===== config.mk =====
export PLATFORM = sky130hd
export DESIGN_NAME = mpp_unit_flat
export DESIGN_NICKNAME = d
export VERILOG_FILES = /design/src/hw/mpp_pkg.sv /design/src/hw/mpp_link_if.sv /design/src/hw/mpp_unit.sv /design/src/flat_wrapper.sv
export SDC_FILE = /design/constraint.sdc
export NUM_CORES = 1
export LEC_CHECK = 0
export ABC_AREA = 1
export ABC_CLOCK_PERIOD_IN_PS = 3100
export BUFFER_PORTS_ARGS = -buffer_cell sky130_fd_sc_hd__clkbuf_2
export CORE_ASPECT_RATIO = 0.8
export CORE_MARGIN = 1.5
export CORE_UTILIZATION = 40
export DETAILED_ROUTE_END_ITERATION = 10
export PLACE_DENSITY_LB_ADDON = 0.2
export SYNTH_ARGS = -nofsm -noshare
export SYNTH_HDL_FRONTEND = slang
export SYNTH_SLANG_ARGS = --single-unit

===== constraint.sdc =====
create_clock -name core_clk -period 3.1 [get_ports core_clk]
set_clock_uncertainty 0.15 [all_clocks]
set_input_delay 0.465 -clock core_clk [delete_from_list [all_inputs] [get_ports core_clk]]
set_output_delay 0.465 -clock core_clk [all_outputs]
set_load 0.01 [all_outputs]

===== src/hw/mpp_pkg.sv =====
// Package for the memory privilege protection block: levels, areas, widths
package mpp_pkg;
    // Widths
    localparam int MPP_AW  = 16;
    localparam int MPP_DW  = 16;
    localparam int MPP_PGW = 8;
    localparam int MPP_PVW = 4;
    // Privilege level encodings
    localparam logic [3:0] MPP_PRIV_HIGH = 4'h000f;
    localparam logic [3:0] MPP_PRIV_MED  = 4'h0003;
    localparam logic [3:0] MPP_PRIV_LOW  = 4'h0000;
    // Privilege bit positions
    localparam int MPP_BIT_SYS_WR = 3;
    localparam int MPP_BIT_SYS_RD = 2;
    localparam int MPP_BIT_LDR_WR = 1;
    localparam int MPP_BIT_LDR_RD = 0;
    // Boundary reset value: end of flash
    localparam logic [7:0] MPP_PAGE_RST = 8'h0080;
    // Page number position in a code address
    localparam int MPP_PAGE_LSB = 8;
    // Window in which flash-executing data accesses skip checks
    localparam logic [15:0] MPP_OPEN_TOP = 16'h7fff;
    // Where code is executing from
    typedef enum logic [2:0] {
        MPP_SRC_FLASH = 3'b001,
        MPP_SRC_ROM   = 3'b010,
        MPP_SRC_RAM   = 3'b100
    } mpp_src_t;
    // Pointer register targets of a write
    typedef enum logic [5:0] {
        MPP_TGT_NONE = 6'b000001,
        MPP_TGT_DP0  = 6'b000010,
        MPP_TGT_DP1  = 6'b000100,
        MPP_TGT_BASE = 6'b001000,
        MPP_TGT_DISP = 6'b010000,
        MPP_TGT_CTRL = 6'b100000
    } mpp_tgt_t;
endpackage


===== src/hw/mpp_link_if.sv =====
// Interface joining the core execution end and the protection unit
`timescale 1ns/10ps
interface mpp_link_if;
    import mpp_pkg::*;
    // Privilege register writes
    logic                privWrValid;
    logic [MPP_PVW-1:0]  privWrData;
    logic                privDeny;
    logic [MPP_PVW-1:0]  privLevel;
    // Boundary writes
    logic                ldrWrValid;
    logic                appWrValid;
    logic [MPP_PGW-1:0]  pageWrData;
    // Execution context
    mpp_src_t            execSrc;
    logic [MPP_AW-1:0]   instructionPointer;
    // Pointer activation
    logic                actValid;
    mpp_tgt_t            actTarget;
    logic [MPP_AW-1:0]   actAddr;
    logic                actIsCode;
    // Pointer used as source
    logic                srcUse;
    logic [MPP_DW-1:0]   srcData;
    logic                srcValid;
    // Memory port
    logic                memCe;
    logic                memRd;
    logic [MPP_AW-1:0]   memAddr;
    logic [MPP_DW-1:0]   memRdata;
    // Events
    logic                privExc;
    logic                memFault;
    modport unit (
        input  privWrValid, privWrData, ldrWrValid, appWrValid, pageWrData,
        input  execSrc, instructionPointer, actValid, actTarget, actAddr,
        input  actIsCode, srcUse, memRdata,
        output privDeny, privLevel, srcData, srcValid, memCe, memRd, memAddr,
        output privExc, memFault
    );
    modport core (
        output privWrValid, privWrData, ldrWrValid, appWrValid, pageWrData,
        output execSrc, instructionPointer, actValid, actTarget, actAddr,
        output actIsCode, srcUse, memRdata,
        input  privDeny, privLevel, srcData, srcValid, memCe, memRd, memAddr,
        input  privExc, memFault
    );
endinterface


===== src/hw/mpp_unit.sv =====
// Protection unit: privilege level, area limits, pointer prefetch and checks
`timescale 1ns/10ps
module mpp_unit (
    // Clock and reset
    input  wire logic core_clk,
    input  wire logic rst_n,
    // Core side
    mpp_link_if.unit  lnk,
    // Boot control
    input  wire logic pwBlankClr,
    input  wire logic faultIntEn,
    output logic      protect_enable,
    output logic      debugSysLock,
    output logic [mpp_pkg::MPP_PGW-1:0] loaderPage,
    output logic [mpp_pkg::MPP_PGW-1:0] appPage
);
    import mpp_pkg::*;

    logic [MPP_PVW-1:0] priv_r;
    logic [MPP_PGW-1:0] ldr_r;
    logic [MPP_PGW-1:0] app_r;
    logic               mpe_r;
    logic [MPP_DW-1:0]  held_r;
    logic               heldOk_r;
    logic               pend_r;
    logic               pendBad_r;
    logic               exc_r;
    logic               flt_r;
    logic [MPP_PVW-1:0] maxIp;
    logic [MPP_PVW-1:0] maxTgt;
    logic [MPP_PGW-1:0] ipPage;
    logic [MPP_PGW-1:0] tgtPage;
    logic               wrTooHigh;
    logic               actBad;
    logic               isSysTgt;
    logic               isLdrTgt;
    logic               actReq;

    // Page number of code addresses
    assign ipPage  = lnk.instructionPointer[MPP_AW-1:MPP_PAGE_LSB];
    assign tgtPage = lnk.actAddr[MPP_AW-1:MPP_PAGE_LSB];

    // Pointer activation aimed at a real pointer register
    assign actReq  = lnk.actValid && lnk.actTarget != MPP_TGT_NONE;

    // Maximum privilege of the executing area
    always_comb begin
        unique case (lnk.execSrc)
            MPP_SRC_ROM:   maxIp = MPP_PRIV_HIGH;
            MPP_SRC_RAM:   maxIp = MPP_PRIV_LOW;
            MPP_SRC_FLASH: begin
                if (ipPage < ldr_r) begin
                    maxIp = MPP_PRIV_HIGH;
                end else if (ipPage < app_r) begin
                    maxIp = MPP_PRIV_MED;
                end else begin
                    maxIp = MPP_PRIV_LOW;
                end
            end
            // Illegal source code: grant the least
            default:       maxIp = MPP_PRIV_LOW;
        endcase
    end

    // Write tries to exceed the area maximum
    // Any bit outside the area maximum counts as a raise attempt
    assign wrTooHigh = lnk.privWrValid && ((lnk.privWrData & ~maxIp) != '0);

    // Read permission needed for the target page
    assign isSysTgt = tgtPage < ldr_r;
    assign isLdrTgt = !isSysTgt && (tgtPage < app_r);
    assign maxTgt   = priv_r;

    // Activation check: flash low-range data is open, RAM low-range data and code reads judged by level, other data reads pass
    always_comb begin
        actBad = 1'b0;
        if (actReq && mpe_r) begin
            if (lnk.execSrc == MPP_SRC_FLASH && lnk.actAddr <= MPP_OPEN_TOP
                && !lnk.actIsCode) begin
                actBad = 1'b0;
            end else if (lnk.execSrc == MPP_SRC_RAM && !lnk.actIsCode
                && lnk.actAddr <= MPP_OPEN_TOP) begin
                actBad = isSysTgt && !maxTgt[MPP_BIT_SYS_RD];
            end else if (lnk.actIsCode) begin
                actBad = (isSysTgt && !maxTgt[MPP_BIT_SYS_RD])
                      || (isLdrTgt && !maxTgt[MPP_BIT_LDR_RD]);
            end
        end
    end

    // Privilege level: clamped to the area maximum every cycle, reset high
    always_ff @(posedge core_clk or negedge rst_n) begin
        if (!rst_n) begin
            priv_r <= MPP_PRIV_HIGH;
        end else if (lnk.privWrValid && !wrTooHigh) begin
            priv_r <= lnk.privWrData;
        end else if (wrTooHigh) begin
            // No partial grant: a refused value leaves no trace
            priv_r <= priv_r & maxIp;
        end else begin
            priv_r <= priv_r & maxIp;
        end
    end

    // Loader boundary: needs the system write bit
    always_ff @(posedge core_clk or negedge rst_n) begin
        if (!rst_n) begin
            ldr_r <= MPP_PAGE_RST;
        end else if (lnk.ldrWrValid && priv_r[MPP_BIT_SYS_WR]) begin
            ldr_r <= lnk.pageWrData;
        end
    end

    // Application boundary: needs the loader write bit, refusal keeps the page
    always_ff @(posedge core_clk or negedge rst_n) begin
        if (!rst_n) begin
            app_r <= MPP_PAGE_RST;
        end else if (lnk.appWrValid && priv_r[MPP_BIT_LDR_WR]) begin
            app_r <= lnk.pageWrData;
        end
    end

    // Protection enable, cleared only for a blank password
    // Nothing sets it again before reset, so user code cannot toggle it
    always_ff @(posedge core_clk or negedge rst_n) begin
        if (!rst_n) begin
            mpe_r <= 1'b1;
        end else if (pwBlankClr && priv_r == MPP_PRIV_HIGH
            && lnk.execSrc == MPP_SRC_ROM) begin
            mpe_r <= 1'b0;
        end
    end

    // Activation tracking: the array answers one cycle after the strobe
    always_ff @(posedge core_clk or negedge rst_n) begin
        if (!rst_n) begin
            pend_r    <= 1'b0;
            pendBad_r <= 1'b0;
        end else begin
            pend_r    <= actReq;
            pendBad_r <= actBad;
        end
    end

    // Held word: a denied read leaves nothing usable behind
    always_ff @(posedge core_clk or negedge rst_n) begin
        if (!rst_n) begin
            held_r   <= '0;
            heldOk_r <= 1'b0;
        end else if (pend_r) begin
            held_r   <= pendBad_r ? '0 : lnk.memRdata;
            heldOk_r <= !pendBad_r;
        end
    end

    // Privilege exception pulse, raised on a refused level write or a denied code read
    always_ff @(posedge core_clk or negedge rst_n) begin
        if (!rst_n) begin
            exc_r <= 1'b0;
        end else begin
            exc_r <= wrTooHigh || (actBad && lnk.actIsCode);
        end
    end

    // Memory fault pulse, only while its interrupt is enabled
    always_ff @(posedge core_clk or negedge rst_n) begin
        if (!rst_n) begin
            flt_r <= 1'b0;
        end else begin
            flt_r <= actBad && !lnk.actIsCode && faultIntEn;
        end
    end

    // Memory strobes: blocked when the check fails
    // Check and strobe share a cycle, so a denied read never reaches the array
    assign lnk.memCe    = actReq && !actBad;
    assign lnk.memRd    = lnk.memCe;
    assign lnk.memAddr  = lnk.actAddr;
    // Held word goes out on source use, no new read
    assign lnk.srcData  = held_r;
    assign lnk.srcValid = lnk.srcUse && heldOk_r;
    assign lnk.privDeny = wrTooHigh;
    assign lnk.privLevel = priv_r;
    assign lnk.privExc  = exc_r;
    assign lnk.memFault = flt_r;
    assign protect_enable = mpe_r;
    assign debugSysLock   = mpe_r;
    assign loaderPage     = ldr_r;
    assign appPage        = app_r;
endmodule


===== src/flat_wrapper.sv =====
// flat-port wrapper written by rule: the top's interface ports become plain ports
module mpp_unit_flat import mpp_pkg::*;
  (core_clk, rst_n, pwBlankClr, faultIntEn, protect_enable, debugSysLock, loaderPage, appPage, lnk_privWrValid, lnk_privWrData, lnk_ldrWrValid, lnk_appWrValid, lnk_pageWrData, lnk_execSrc, lnk_instructionPointer, lnk_actValid, lnk_actTarget, lnk_actAddr, lnk_actIsCode, lnk_srcUse, lnk_memRdata, lnk_privDeny, lnk_privLevel, lnk_srcData, lnk_srcValid, lnk_memCe, lnk_memRd, lnk_memAddr, lnk_privExc, lnk_memFault);
  mpp_link_if lnk_i ();
  input  wire logic core_clk;
  input  wire logic rst_n;
  input  wire logic pwBlankClr;
  input  wire logic faultIntEn;
  output logic protect_enable;
  output logic debugSysLock;
  output logic [mpp_pkg::MPP_PGW-1:0] loaderPage;
  output logic [mpp_pkg::MPP_PGW-1:0] appPage;
  input wire logic [$bits(lnk_i.privWrValid)-1:0] lnk_privWrValid;
  input wire logic [$bits(lnk_i.privWrData)-1:0] lnk_privWrData;
  input wire logic [$bits(lnk_i.ldrWrValid)-1:0] lnk_ldrWrValid;
  input wire logic [$bits(lnk_i.appWrValid)-1:0] lnk_appWrValid;
  input wire logic [$bits(lnk_i.pageWrData)-1:0] lnk_pageWrData;
  input wire logic [$bits(lnk_i.execSrc)-1:0] lnk_execSrc;
  input wire logic [$bits(lnk_i.instructionPointer)-1:0] lnk_instructionPointer;
  input wire logic [$bits(lnk_i.actValid)-1:0] lnk_actValid;
  input wire logic [$bits(lnk_i.actTarget)-1:0] lnk_actTarget;
  input wire logic [$bits(lnk_i.actAddr)-1:0] lnk_actAddr;
  input wire logic [$bits(lnk_i.actIsCode)-1:0] lnk_actIsCode;
  input wire logic [$bits(lnk_i.srcUse)-1:0] lnk_srcUse;
  input wire logic [$bits(lnk_i.memRdata)-1:0] lnk_memRdata;
  output wire logic [$bits(lnk_i.privDeny)-1:0] lnk_privDeny;
  output wire logic [$bits(lnk_i.privLevel)-1:0] lnk_privLevel;
  output wire logic [$bits(lnk_i.srcData)-1:0] lnk_srcData;
  output wire logic [$bits(lnk_i.srcValid)-1:0] lnk_srcValid;
  output wire logic [$bits(lnk_i.memCe)-1:0] lnk_memCe;
  output wire logic [$bits(lnk_i.memRd)-1:0] lnk_memRd;
  output wire logic [$bits(lnk_i.memAddr)-1:0] lnk_memAddr;
  output wire logic [$bits(lnk_i.privExc)-1:0] lnk_privExc;
  output wire logic [$bits(lnk_i.memFault)-1:0] lnk_memFault;
  assign lnk_i.privWrValid = lnk_privWrValid;
  assign lnk_i.privWrData = lnk_privWrData;
  assign lnk_i.ldrWrValid = lnk_ldrWrValid;
  assign lnk_i.appWrValid = lnk_appWrValid;
  assign lnk_i.pageWrData = lnk_pageWrData;
  assign lnk_i.execSrc = lnk_execSrc;
  assign lnk_i.instructionPointer = lnk_instructionPointer;
  assign lnk_i.actValid = lnk_actValid;
  assign lnk_i.actTarget = lnk_actTarget;
  assign lnk_i.actAddr = lnk_actAddr;
  assign lnk_i.actIsCode = lnk_actIsCode;
  assign lnk_i.srcUse = lnk_srcUse;
  assign lnk_i.memRdata = lnk_memRdata;
  assign lnk_privDeny = lnk_i.privDeny;
  assign lnk_privLevel = lnk_i.privLevel;
  assign lnk_srcData = lnk_i.srcData;
  assign lnk_srcValid = lnk_i.srcValid;
  assign lnk_memCe = lnk_i.memCe;
  assign lnk_memRd = lnk_i.memRd;
  assign lnk_memAddr = lnk_i.memAddr;
  assign lnk_privExc = lnk_i.privExc;
  assign lnk_memFault = lnk_i.memFault;
  mpp_unit u_core (.core_clk(core_clk), .rst_n(rst_n), .lnk(lnk_i), .pwBlankClr(pwBlankClr), .faultIntEn(faultIntEn), .protect_enable(protect_enable), .debugSysLock(debugSysLock), .loaderPage(loaderPage), .appPage(appPage));
endmodule

==> impl_metrics.prom, run 1 <==
# TYPE chip_impl_metric gauge
chip_impl_info{name="ws_path_type",value="register to output pin"} 1
chip_impl_metric{name="die_height",unit="µm"} 75.7
chip_impl_info{name="rsz0062_at_grt",value="no"} 1
chip_impl_info{name="min_path_type",value="primary input to asynchronous set/reset pin"} 1
chip_impl_metric{name="power.density",unit="mW/mm²"} 551
chip_impl_metric{name="max_stage_delay",unit="ns"} 0.55
chip_impl_metric{name="post-cts-setup-buffers",unit=""} 0
chip_impl_metric{name="cts.clk_slew.worst_paths",unit="ns"} 0.09
chip_impl_metric{name="worst_ep_required_time",unit="ns"} 2.48
chip_impl_metric{name="start_util",unit=""} 0.414
chip_impl_metric{name="antennaDiodeCount",unit=""} 0
chip_impl_metric{name="share_of_final_layout_standard_cells_stronger_than_drive_strength_1",unit=""} 0.322
chip_impl_metric{name="worst_slew_margin_rel",unit=""} 0.330
chip_impl_metric{name="drt_wl_total",unit="µm"} 6150
chip_impl_info{name="critical-path-top-delay-family",value="simple AND/OR/NAND/NOR gates"} 1
chip_impl_info{name="cp_common_cell",value="sky130_fd_sc_hd__nand2_1"} 1
chip_impl_metric{name="setup_tns",unit="ns"} 0
chip_impl_metric{name="synth_edf_count",unit=""} 0
chip_impl_metric{name="postSynth.asyncResetShare",unit=""} 1.00
chip_impl_metric{name="crit_path_max_fanout",unit=""} 3
chip_impl_metric{name="clk_path_buf_depth",unit=""} 2
chip_impl_metric{name="residual_overflow_from_global_routing",unit=""} 0
chip_impl_metric{name="period_minus_slack",unit="ns"} 2.76
chip_impl_metric{name="maxCapViolCount",unit=""} 0
chip_impl_metric{name="clock.fmax",unit="MHz"} 362
chip_impl_metric{name="detailroute.via_count",unit=""} 2353
chip_impl_metric{name="design.final.nets",unit=""} 541
chip_impl_metric{name="timing_hold_violations_final",unit=""} 0
chip_impl_metric{name="post-route-period-util",unit=""} 0.892
chip_impl_metric{name="iter_0_drt_violations",unit=""} 49
chip_impl_metric{name="numCtsBuffers",unit=""} 5
chip_impl_metric{name="grt_pass1_vias",unit=""} 2039
chip_impl_metric{name="slew_violations",unit=""} 0
chip_impl_metric{name="synthDominantCellAreaShare",unit=""} 0.331
chip_impl_metric{name="drt.antenna.violating_nets",unit=""} 0
chip_impl_info{name="start_kind",value="register"} 1
chip_impl_metric{name="synth.yosys.warnings",unit=""} 0
chip_impl_metric{name="power.leakage",unit="nW"} 1.90
chip_impl_info{name="synth_flop_cell",value="sky130_fd_sc_hd__dfrtp_1"} 1
chip_impl_metric{name="detailed_place_hpwl",unit="µm"} 4940
chip_impl_metric{name="synth_seq_cells",unit=""} 42
chip_impl_info{name="cell_type_with_the_largest_total_area_after_synthesis",value="sky130_fd_sc_hd__dfrtp_1"} 1
chip_impl_metric{name="post_synth_inst_count",unit=""} 337
chip_impl_info{name="timing.critical_path.slowest_stage_cell",value="sky130_fd_sc_hd__dfstp_2"} 1
chip_impl_metric{name="worst_ir_drop_vdd",unit="µV"} 182
chip_impl_metric{name="grt_usage",unit=""} 0.170
chip_impl_metric{name="critical_path.n_buffers_inverters",unit=""} 4
chip_impl_metric{name="report.final.setup_viol",unit=""} 0
chip_impl_metric{name="grt_pass1_wl",unit="µm"} 9250
chip_impl_metric{name="synthesis.area_per_instance",unit="µm²"} 7.84
chip_impl_metric{name="cp.arrival",unit="ns"} 2.15
chip_impl_metric{name="tightestPinTransition",unit="ns"} 1.00
chip_impl_metric{name="syn-num-nets",unit=""} 444
chip_impl_info{name="synth.most_common_cell",value="sky130_fd_sc_hd__nand2_1"} 1
chip_impl_metric{name="drt-pass1-iter-count",unit=""} 4
chip_impl_metric{name="htreeDepth",unit=""} 2
chip_impl_metric{name="cts_hold_repair.buffers",unit=""} 0
chip_impl_metric{name="port_buffers",unit=""} 114
chip_impl_info{name="run_status",value="complete, no violations"} 1
chip_impl_info{name="setup.worst_path.end_class",value="output pin"} 1
chip_impl_metric{name="yosys.cell_types.count",unit=""} 25
chip_impl_metric{name="syn_to_final_growth",unit="%"} 24.1
chip_impl_metric{name="largest_net_degree_at_the_start_of_global_routing",unit=""} 40
chip_impl_metric{name="clkSinkCount",unit=""} 42
chip_impl_info{name="tritoncts_clock_tree",value="done"} 1
chip_impl_metric{name="io-pin-count",unit=""} 139
chip_impl_metric{name="die_x",unit="µm"} 93.9
chip_impl_metric{name="wl_per_cell",unit="µm"} 11.8
chip_impl_metric{name="antenna_found_initial",unit=""} 0
chip_impl_metric{name="clock_insertion_delay_worst_skew",unit="ns"} 0.29
chip_impl_metric{name="count_of_unresolved_drc_violations_after_routing",unit=""} 0
chip_impl_info{name="netlist_top_cells_count",value="sky130_fd_sc_hd__nand2_1, sky130_fd_sc_hd__inv_1, sky130_fd_sc_hd__dfrtp_1"} 1
chip_impl_metric{name="finished_core_util",unit=""} 0.514
chip_impl_info{name="synth.area.top_cells",value="sky130_fd_sc_hd__dfrtp_1, sky130_fd_sc_hd__ha_1, sky130_fd_sc_hd__nand2_1, sky130_fd_sc_hd__inv_1, sky130_fd_sc_hd__dfstp_2"} 1
chip_impl_metric{name="placeableCoreArea",unit="mm²"} 0.00638
chip_impl_metric{name="std_cell_rows",unit=""} 26
chip_impl_metric{name="drt-vias-per-instance",unit=""} 4.53
chip_impl_metric{name="gp_routability_congestion",unit=""} 0.822
chip_impl_metric{name="synth_seq_area_share",unit=""} 0.401
chip_impl_metric{name="post_cts_resize_count",unit=""} 0
chip_impl_info{name="cts_root_buffer",value="sky130_fd_sc_hd__clkbuf_8"} 1
chip_impl_metric{name="netlist_area",unit="mm²"} 0.00264
chip_impl_info{name="critical_path.cell_chain",value="inv_1 > ha_1 > nand2_1 > inv_1 > a21oi_1 > nand2_1 > nor2_1 > nand2_1 > nand2_1 > nand3_1 > nand2_1 > inv_1 > clkbuf_2"} 1
chip_impl_metric{name="fp.dieArea",unit="mm²"} 0.00711
==> layer usage <==
metal	up-vias	track usage	share of wire
li1	1242	-	-
met1	1041	0.231	0.48
met2	62	0.273	0.44
met3	8	0.0439	0.061
met4	0	0.0498	0.012
met5	-	0	0
==> layout by cell type (no fill, tap or decap) <==
| cell | instances |
|---|---|
| sky130_fd_sc_hd__o21ai_1 | 1 |
| sky130_fd_sc_hd__nand3b_1 | 4 |
| sky130_fd_sc_hd__o21a_1 | 2 |
| sky130_fd_sc_hd__clkbuf_8 | 5 |
| sky130_fd_sc_hd__nand3_1 | 26 |
| sky130_fd_sc_hd__nand2_2 | 3 |
| sky130_fd_sc_hd__mux2_2 | 1 |
| sky130_fd_sc_hd__clkinvlp_4 | 2 |
| sky130_fd_sc_hd__nor2_2 | 1 |
| sky130_fd_sc_hd__a31oi_1 | 1 |
| sky130_fd_sc_hd__or2_2 | 1 |
| sky130_fd_sc_hd__a21oi_2 | 2 |
| sky130_fd_sc_hd__clkbuf_2 | 114 |
| sky130_fd_sc_hd__and3_1 | 1 |
| sky130_fd_sc_hd__ha_1 | 28 |
| sky130_fd_sc_hd__inv_2 | 1 |
| sky130_fd_sc_hd__nor2_1 | 13 |
| sky130_fd_sc_hd__nor3_1 | 2 |
| sky130_fd_sc_hd__dfstp_2 | 7 |
| sky130_fd_sc_hd__inv_1 | 64 |
| sky130_fd_sc_hd__o21ai_0 | 34 |
| sky130_fd_sc_hd__nand4_1 | 3 |
| sky130_fd_sc_hd__nand2_1 | 72 |
| sky130_fd_sc_hd__buf_4 | 1 |
| sky130_fd_sc_hd__nand2_4 | 1 |
| sky130_fd_sc_hd__bufinv_16 | 1 |
| sky130_fd_sc_hd__dfrtp_1 | 35 |
| sky130_fd_sc_hd__a21oi_1 | 9 |
==> through the flow <==
step	setup WS, ns	hold WS (ns)	instances	area (µm²)	power, mW
finish	0.335	0.176	519	3280	1.81
global route	0.0696	0.227	519	3280	1.96
CTS	0.316	0.212	519	3280	1.83
detailed placement	0.645	0.319	511	3160	1.39
global placement	0.664	0.320	511	3160	1.36
floorplan	0.744	0.0194	337	2640	1.14
==> logic make-up (layout without fill, tap and decap cells) <==
group / after synthesis / in the layout / share of synthesized area
buf+inv: 90 / 188 / 0.153
fa+ha+maj: 28 / 28 / 0.133
simple gates: 127 / 127 / 0.211
mux: 1 / 1 / 0.00426
flops: 42 / 42 / 0.401
compound gates: 49 / 49 / 0.0980
==> worst paths after layout <==
kind | from | end | slack [ns] | cells past startpoint
worst min register to register | u_core.debugSysLock | u_core.debugSysLock | 0.33 | 1
min in group core_clk | lnk_privWrData[0] | u_core.lnk.privLevel[0] | 0.23 | 3
worst max-delay path | u_core.appPage[7] | lnk_memCe | 0.34 | 13
worst min-delay path | rst_n | u_core.appPage[3] | 0.18 | 1
worst max register to register | u_core.appPage[7] | u_core.lnk.memFault | 1.17 | 11
max in group asynchronous | rst_n | u_core.lnk.privLevel[3] | 1.88 | 2
==> area by class of cell <==
class                           instances  area [µm²]
Timing Repair Buffer                  115         578
Tap cell                               84         105
Multi-Input combinational cell        205        1180
Fill cell                             646        3100
Inverter                               65         244
Sequential cell                        42        1060
Clock buffer                            5        68.8
Clock inverter                          3        45.0
==> sequential cells by signal, indices dropped and copies added (netlist names) <==
signal and count:
u_core.debugSysLock 1, u_core.lnk.privLevel 4, u_core.lnk.privExc 1, u_core.appPage 8, u_core.pend_r 1, u_core.loaderPage 8
u_core.lnk.memFault 1, u_core.heldOk_r 1, u_core.lnk.srcData 16, u_core.pendBad_r 1
==> report_power, final <==
part           switching [mW]  internal (mW)
Clock                   0.199          0.240
Combinational           0.376          0.270
Sequential             0.0775          0.646
No activity file was read; power rests on OpenSTA's default activity.
==> inputs of run 2 (changes only) <==
--- a/config.mk
+++ b/config.mk
@@ -6,11 +6,11 @@
 export NUM_CORES = 1
 export LEC_CHECK = 0
 export ABC_AREA = 1
-export ABC_CLOCK_PERIOD_IN_PS = 3100
+export ABC_CLOCK_PERIOD_IN_PS = 2300
 export BUFFER_PORTS_ARGS = -buffer_cell sky130_fd_sc_hd__clkbuf_2
 export CORE_ASPECT_RATIO = 0.8
 export CORE_MARGIN = 1.5
-export CORE_UTILIZATION = 40
+export CORE_UTILIZATION = 41
 export DETAILED_ROUTE_END_ITERATION = 10
 export PLACE_DENSITY_LB_ADDON = 0.2
 export SYNTH_ARGS = -nofsm -noshare
==> constraint.sdc (replaced) <==
create_clock -name core_clk -period 2.3 [get_ports core_clk]
set_clock_uncertainty 0.15 [all_clocks]
set_input_delay 0.345 -clock core_clk [delete_from_list [all_inputs] [get_ports core_clk]]
set_output_delay 0.345 -clock core_clk [all_outputs]
set_load 0.01 [all_outputs]
==> impl_metrics.prom, run 2 (synthesis gave the netlist of run 1 again) <==
# TYPE chip_impl_metric gauge
chip_impl_info{name="layout.cells.most_common",value="sky130_fd_sc_hd__clkbuf_2"} 1
chip_impl_metric{name="htreeDepth",unit=""} 2
chip_impl_info{name="tritoncts_clock_tree",value="done"} 1
chip_impl_metric{name="grt_usage",unit=""} 0.200
chip_impl_metric{name="detailed_place_hpwl",unit="µm"} 5110
chip_impl_metric{name="wl_per_cell",unit="µm"} 12.3
chip_impl_metric{name="grt_pass1_vias",unit=""} 2338
chip_impl_metric{name="power.share.clock",unit=""} 0.197
chip_impl_metric{name="report.final.setup_viol",unit=""} 3
chip_impl_metric{name="critical_path.n_buffers_inverters",unit=""} 3
chip_impl_metric{name="tightestPinTransition",unit="ns"} 0.646
chip_impl_metric{name="power.density",unit="mW/mm²"} 713
chip_impl_metric{name="worst_ir_drop_vdd",unit="µV"} 336
chip_impl_metric{name="period_minus_slack",unit="ns"} 2.45
chip_impl_info{name="reg2reg_from",value="u_core.loaderPage[7]"} 1
chip_impl_metric{name="drt.antenna.violating_nets",unit=""} 0
chip_impl_info{name="failed_checks",value="negative setup slack"} 1
chip_impl_metric{name="final_critical_path_setup_slack",unit="ns"} -0.151
chip_impl_metric{name="reg2reg_setup_slack",unit="ns"} 0.16
chip_impl_metric{name="design.final.nets",unit=""} 557
chip_impl_metric{name="placeableCoreArea",unit="mm²"} 0.00607
chip_impl_info{name="start_kind",value="register"} 1
chip_impl_metric{name="max_stage_delay",unit="ns"} 0.56
chip_impl_metric{name="net-switching-power",unit="mW"} 0.943
chip_impl_metric{name="die_x",unit="µm"} 92.8
chip_impl_metric{name="fp.dieArea",unit="mm²"} 0.00694
chip_impl_metric{name="start_util",unit=""} 0.435
chip_impl_metric{name="post-route-period-util",unit=""} 1.07
chip_impl_info{name="setup.worst_path.end_class",value="output pin"} 1
chip_impl_metric{name="internal_power",unit="mW"} 1.54
chip_impl_info{name="reg2reg_to",value="u_core.lnk.privExc"} 1
chip_impl_metric{name="worst_slew_margin_rel",unit=""} 0.569
chip_impl_metric{name="iter_0_drt_violations",unit=""} 138
chip_impl_info{name="crit_path_end",value="lnk_memCe"} 1
chip_impl_info{name="critical_path.cell_chain",value="inv_4 > ha_4 > nand2_2 > nand2_2 > a21oi_2 > nand2_1 > nor2_1 > nand2_1 > nand2_2 > nand3_2 > nand2_1 > inv_1 > buf_2"} 1
chip_impl_metric{name="maxCapViolCount",unit=""} 0
chip_impl_metric{name="layoutNonFillerInstCount",unit=""} 532
chip_impl_metric{name="syn_to_final_growth",unit="%"} 31.8
chip_impl_metric{name="drt-pass1-iter-count",unit=""} 6
chip_impl_metric{name="sequentialPowerShare",unit=""} 0.392
chip_impl_metric{name="std_cell_rows",unit=""} 25
chip_impl_info{name="cts_root_buffer",value="sky130_fd_sc_hd__clkbuf_8"} 1
chip_impl_metric{name="residual_overflow_from_global_routing",unit=""} 0
chip_impl_metric{name="clk_path_buf_depth",unit=""} 2
chip_impl_metric{name="slew_violations",unit=""} 0
chip_impl_metric{name="pwr-share-comb",unit=""} 0.411
chip_impl_metric{name="antennaDiodeCount",unit=""} 0
chip_impl_metric{name="timing_hold_violations_final",unit=""} 0
chip_impl_metric{name="port_buffers",unit=""} 114
chip_impl_info{name="timing.critical_path.slowest_stage_cell",value="sky130_fd_sc_hd__dfstp_2"} 1
chip_impl_metric{name="drt-vias-per-instance",unit=""} 4.63
chip_impl_metric{name="gp_routability_congestion",unit=""} 0.829
chip_impl_metric{name="power.leakage",unit="nW"} 1.98
chip_impl_metric{name="power.share.switching",unit=""} 0.380
chip_impl_info{name="critical-path-top-delay-family",value="simple AND/OR/NAND/NOR gates"} 1
chip_impl_metric{name="antenna_found_initial",unit=""} 0
chip_impl_metric{name="setup_tns",unit="ns"} -0.339
chip_impl_metric{name="grt_pass1_wl",unit="µm"} 10800
chip_impl_info{name="min_path_type",value="primary input to register"} 1
chip_impl_metric{name="clock_insertion_delay_worst_skew",unit="ns"} 0.29
chip_impl_metric{name="number_of_placed_instances_taps_included",unit=""} 512
chip_impl_metric{name="count_of_unresolved_drc_violations_after_routing",unit=""} 0
chip_impl_info{name="setup.worst_path.start",value="u_core.appPage[7]"} 1
chip_impl_metric{name="clock.fmax",unit="MHz"} 408
chip_impl_metric{name="reg2regPathDepth",unit=""} 12
chip_impl_metric{name="share_of_final_layout_standard_cells_stronger_than_drive_strength_1",unit=""} 0.388
chip_impl_metric{name="numCtsBuffers",unit=""} 5
chip_impl_info{name="ws_path_type",value="register to output pin"} 1
chip_impl_metric{name="critical_path_depth",unit=""} 13
chip_impl_metric{name="die_height",unit="µm"} 74.8
chip_impl_metric{name="crit_path_max_fanout",unit=""} 2
chip_impl_metric{name="largest_net_degree_at_the_start_of_global_routing",unit=""} 43
chip_impl_metric{name="detailroute.via_count",unit=""} 2463
chip_impl_metric{name="io-pin-count",unit=""} 139
chip_impl_metric{name="cp.arrival",unit="ns"} 1.96
chip_impl_info{name="rsz0062_at_grt",value="yes"} 1
chip_impl_metric{name="largest_register_ffs",unit=""} 16
chip_impl_metric{name="cts.clk_slew.worst_paths",unit="ns"} 0.09
chip_impl_metric{name="worst_ep_required_time",unit="ns"} 1.80
chip_impl_metric{name="clkSinkCount",unit=""} 42
chip_impl_info{name="run_status",value="complete, but fails checks"} 1
chip_impl_info{name="mostFrequentLayoutCells",value="sky130_fd_sc_hd__clkbuf_2, sky130_fd_sc_hd__nand2_1, sky130_fd_sc_hd__inv_1"} 1
chip_impl_metric{name="drt_wl_total",unit="µm"} 6570
run 2: cell types whose count changed in the layout (fill, tap and decap cells not counted), sizes merged:
cell and delta:
clkinv +1, dlygate4sd3 +1, buf +17, clkbuf -2, bufinv -1, clkinvlp -1, inv +1
run 2: final cells by class:
type                       count  area [µm²]
clock buffer                   5        68.8
fill                         591        2580
multi-input combinational    205        1270
clock inverter                 3        25.0
tap                           81         101
inverter                      65         249
timing repair buffer         131         711
sequential                    42        1060
run 2: worst min path at each step:
stage                      startpoint                       to  slack (ns)  depth (start not counted)
floorplan                       rst_n        u_core.appPage[0]       -0.10                          0
global placement                rst_n       u_core.lnk.privExc        0.30                          2
detailed placement              rst_n       u_core.lnk.privExc        0.30                          2
CTS                        faultIntEn      u_core.lnk.memFault         0.1                          3
global route        lnk_privWrData[1]  u_core.lnk.privLevel[1]        0.11                          3
finish                     faultIntEn      u_core.lnk.memFault        0.10                          3
run 2: worst reg2reg max path, delay by kind of cell, from the launching register on:
family | cells | cell delay, ns
buffers and inverters | 5 | 0.55
DFF | 1 | 0.56
and+or+nand+nor | 5 | 0.39
AOI/OAI and AO/OA | 1 | 0.18
adders and majority gates | 1 | 0.26
run 2: what timing repair did:
action	CTS	global route
pin swaps	15	9
hold buffers	1	0
setup buffers	11	1
gates resized for setup	15	12
endpoints found under the hold margin	35	0
setup endpoints to repair	3	4
run 2: per-stage QoR:
stage               hold slack [ns]  utilization  setup slack, ns  total power [mW]  cell area [µm²]
floorplan                    -0.101            -           0.0642              1.53             2640
global placement              0.299        0.526           0.0648              1.84             3190
detailed placement            0.299        0.526           0.0375              1.87             3190
CTS                          0.0980        0.569           -0.119              2.47             3460
global route                  0.111        0.574           -0.304              2.72             3480
finish                        0.104        0.574           -0.151              2.48             3480
run 2: routing by layer:
metal,global-route usage,part of all wire,up-vias
met3,0.0465,0.060,4
li1,-,-,1277
met5,0,0,-
met4,0.0539,0.0093,0
met1,0.263,0.44,1114
met2,0.337,0.49,68
run 2: power by group through the flow:
stage,Sequential (mW),Combinational [mW],Clock [mW]
5_1_grt,0.994,1.18,0.550
3_5_place_dp,0.983,0.888,0
2_1_floorplan,1.02,0.510,0
3_3_place_gp,0.978,0.862,0
6_report,0.974,1.02,0.489
4_1_cts,0.974,0.985,0.510
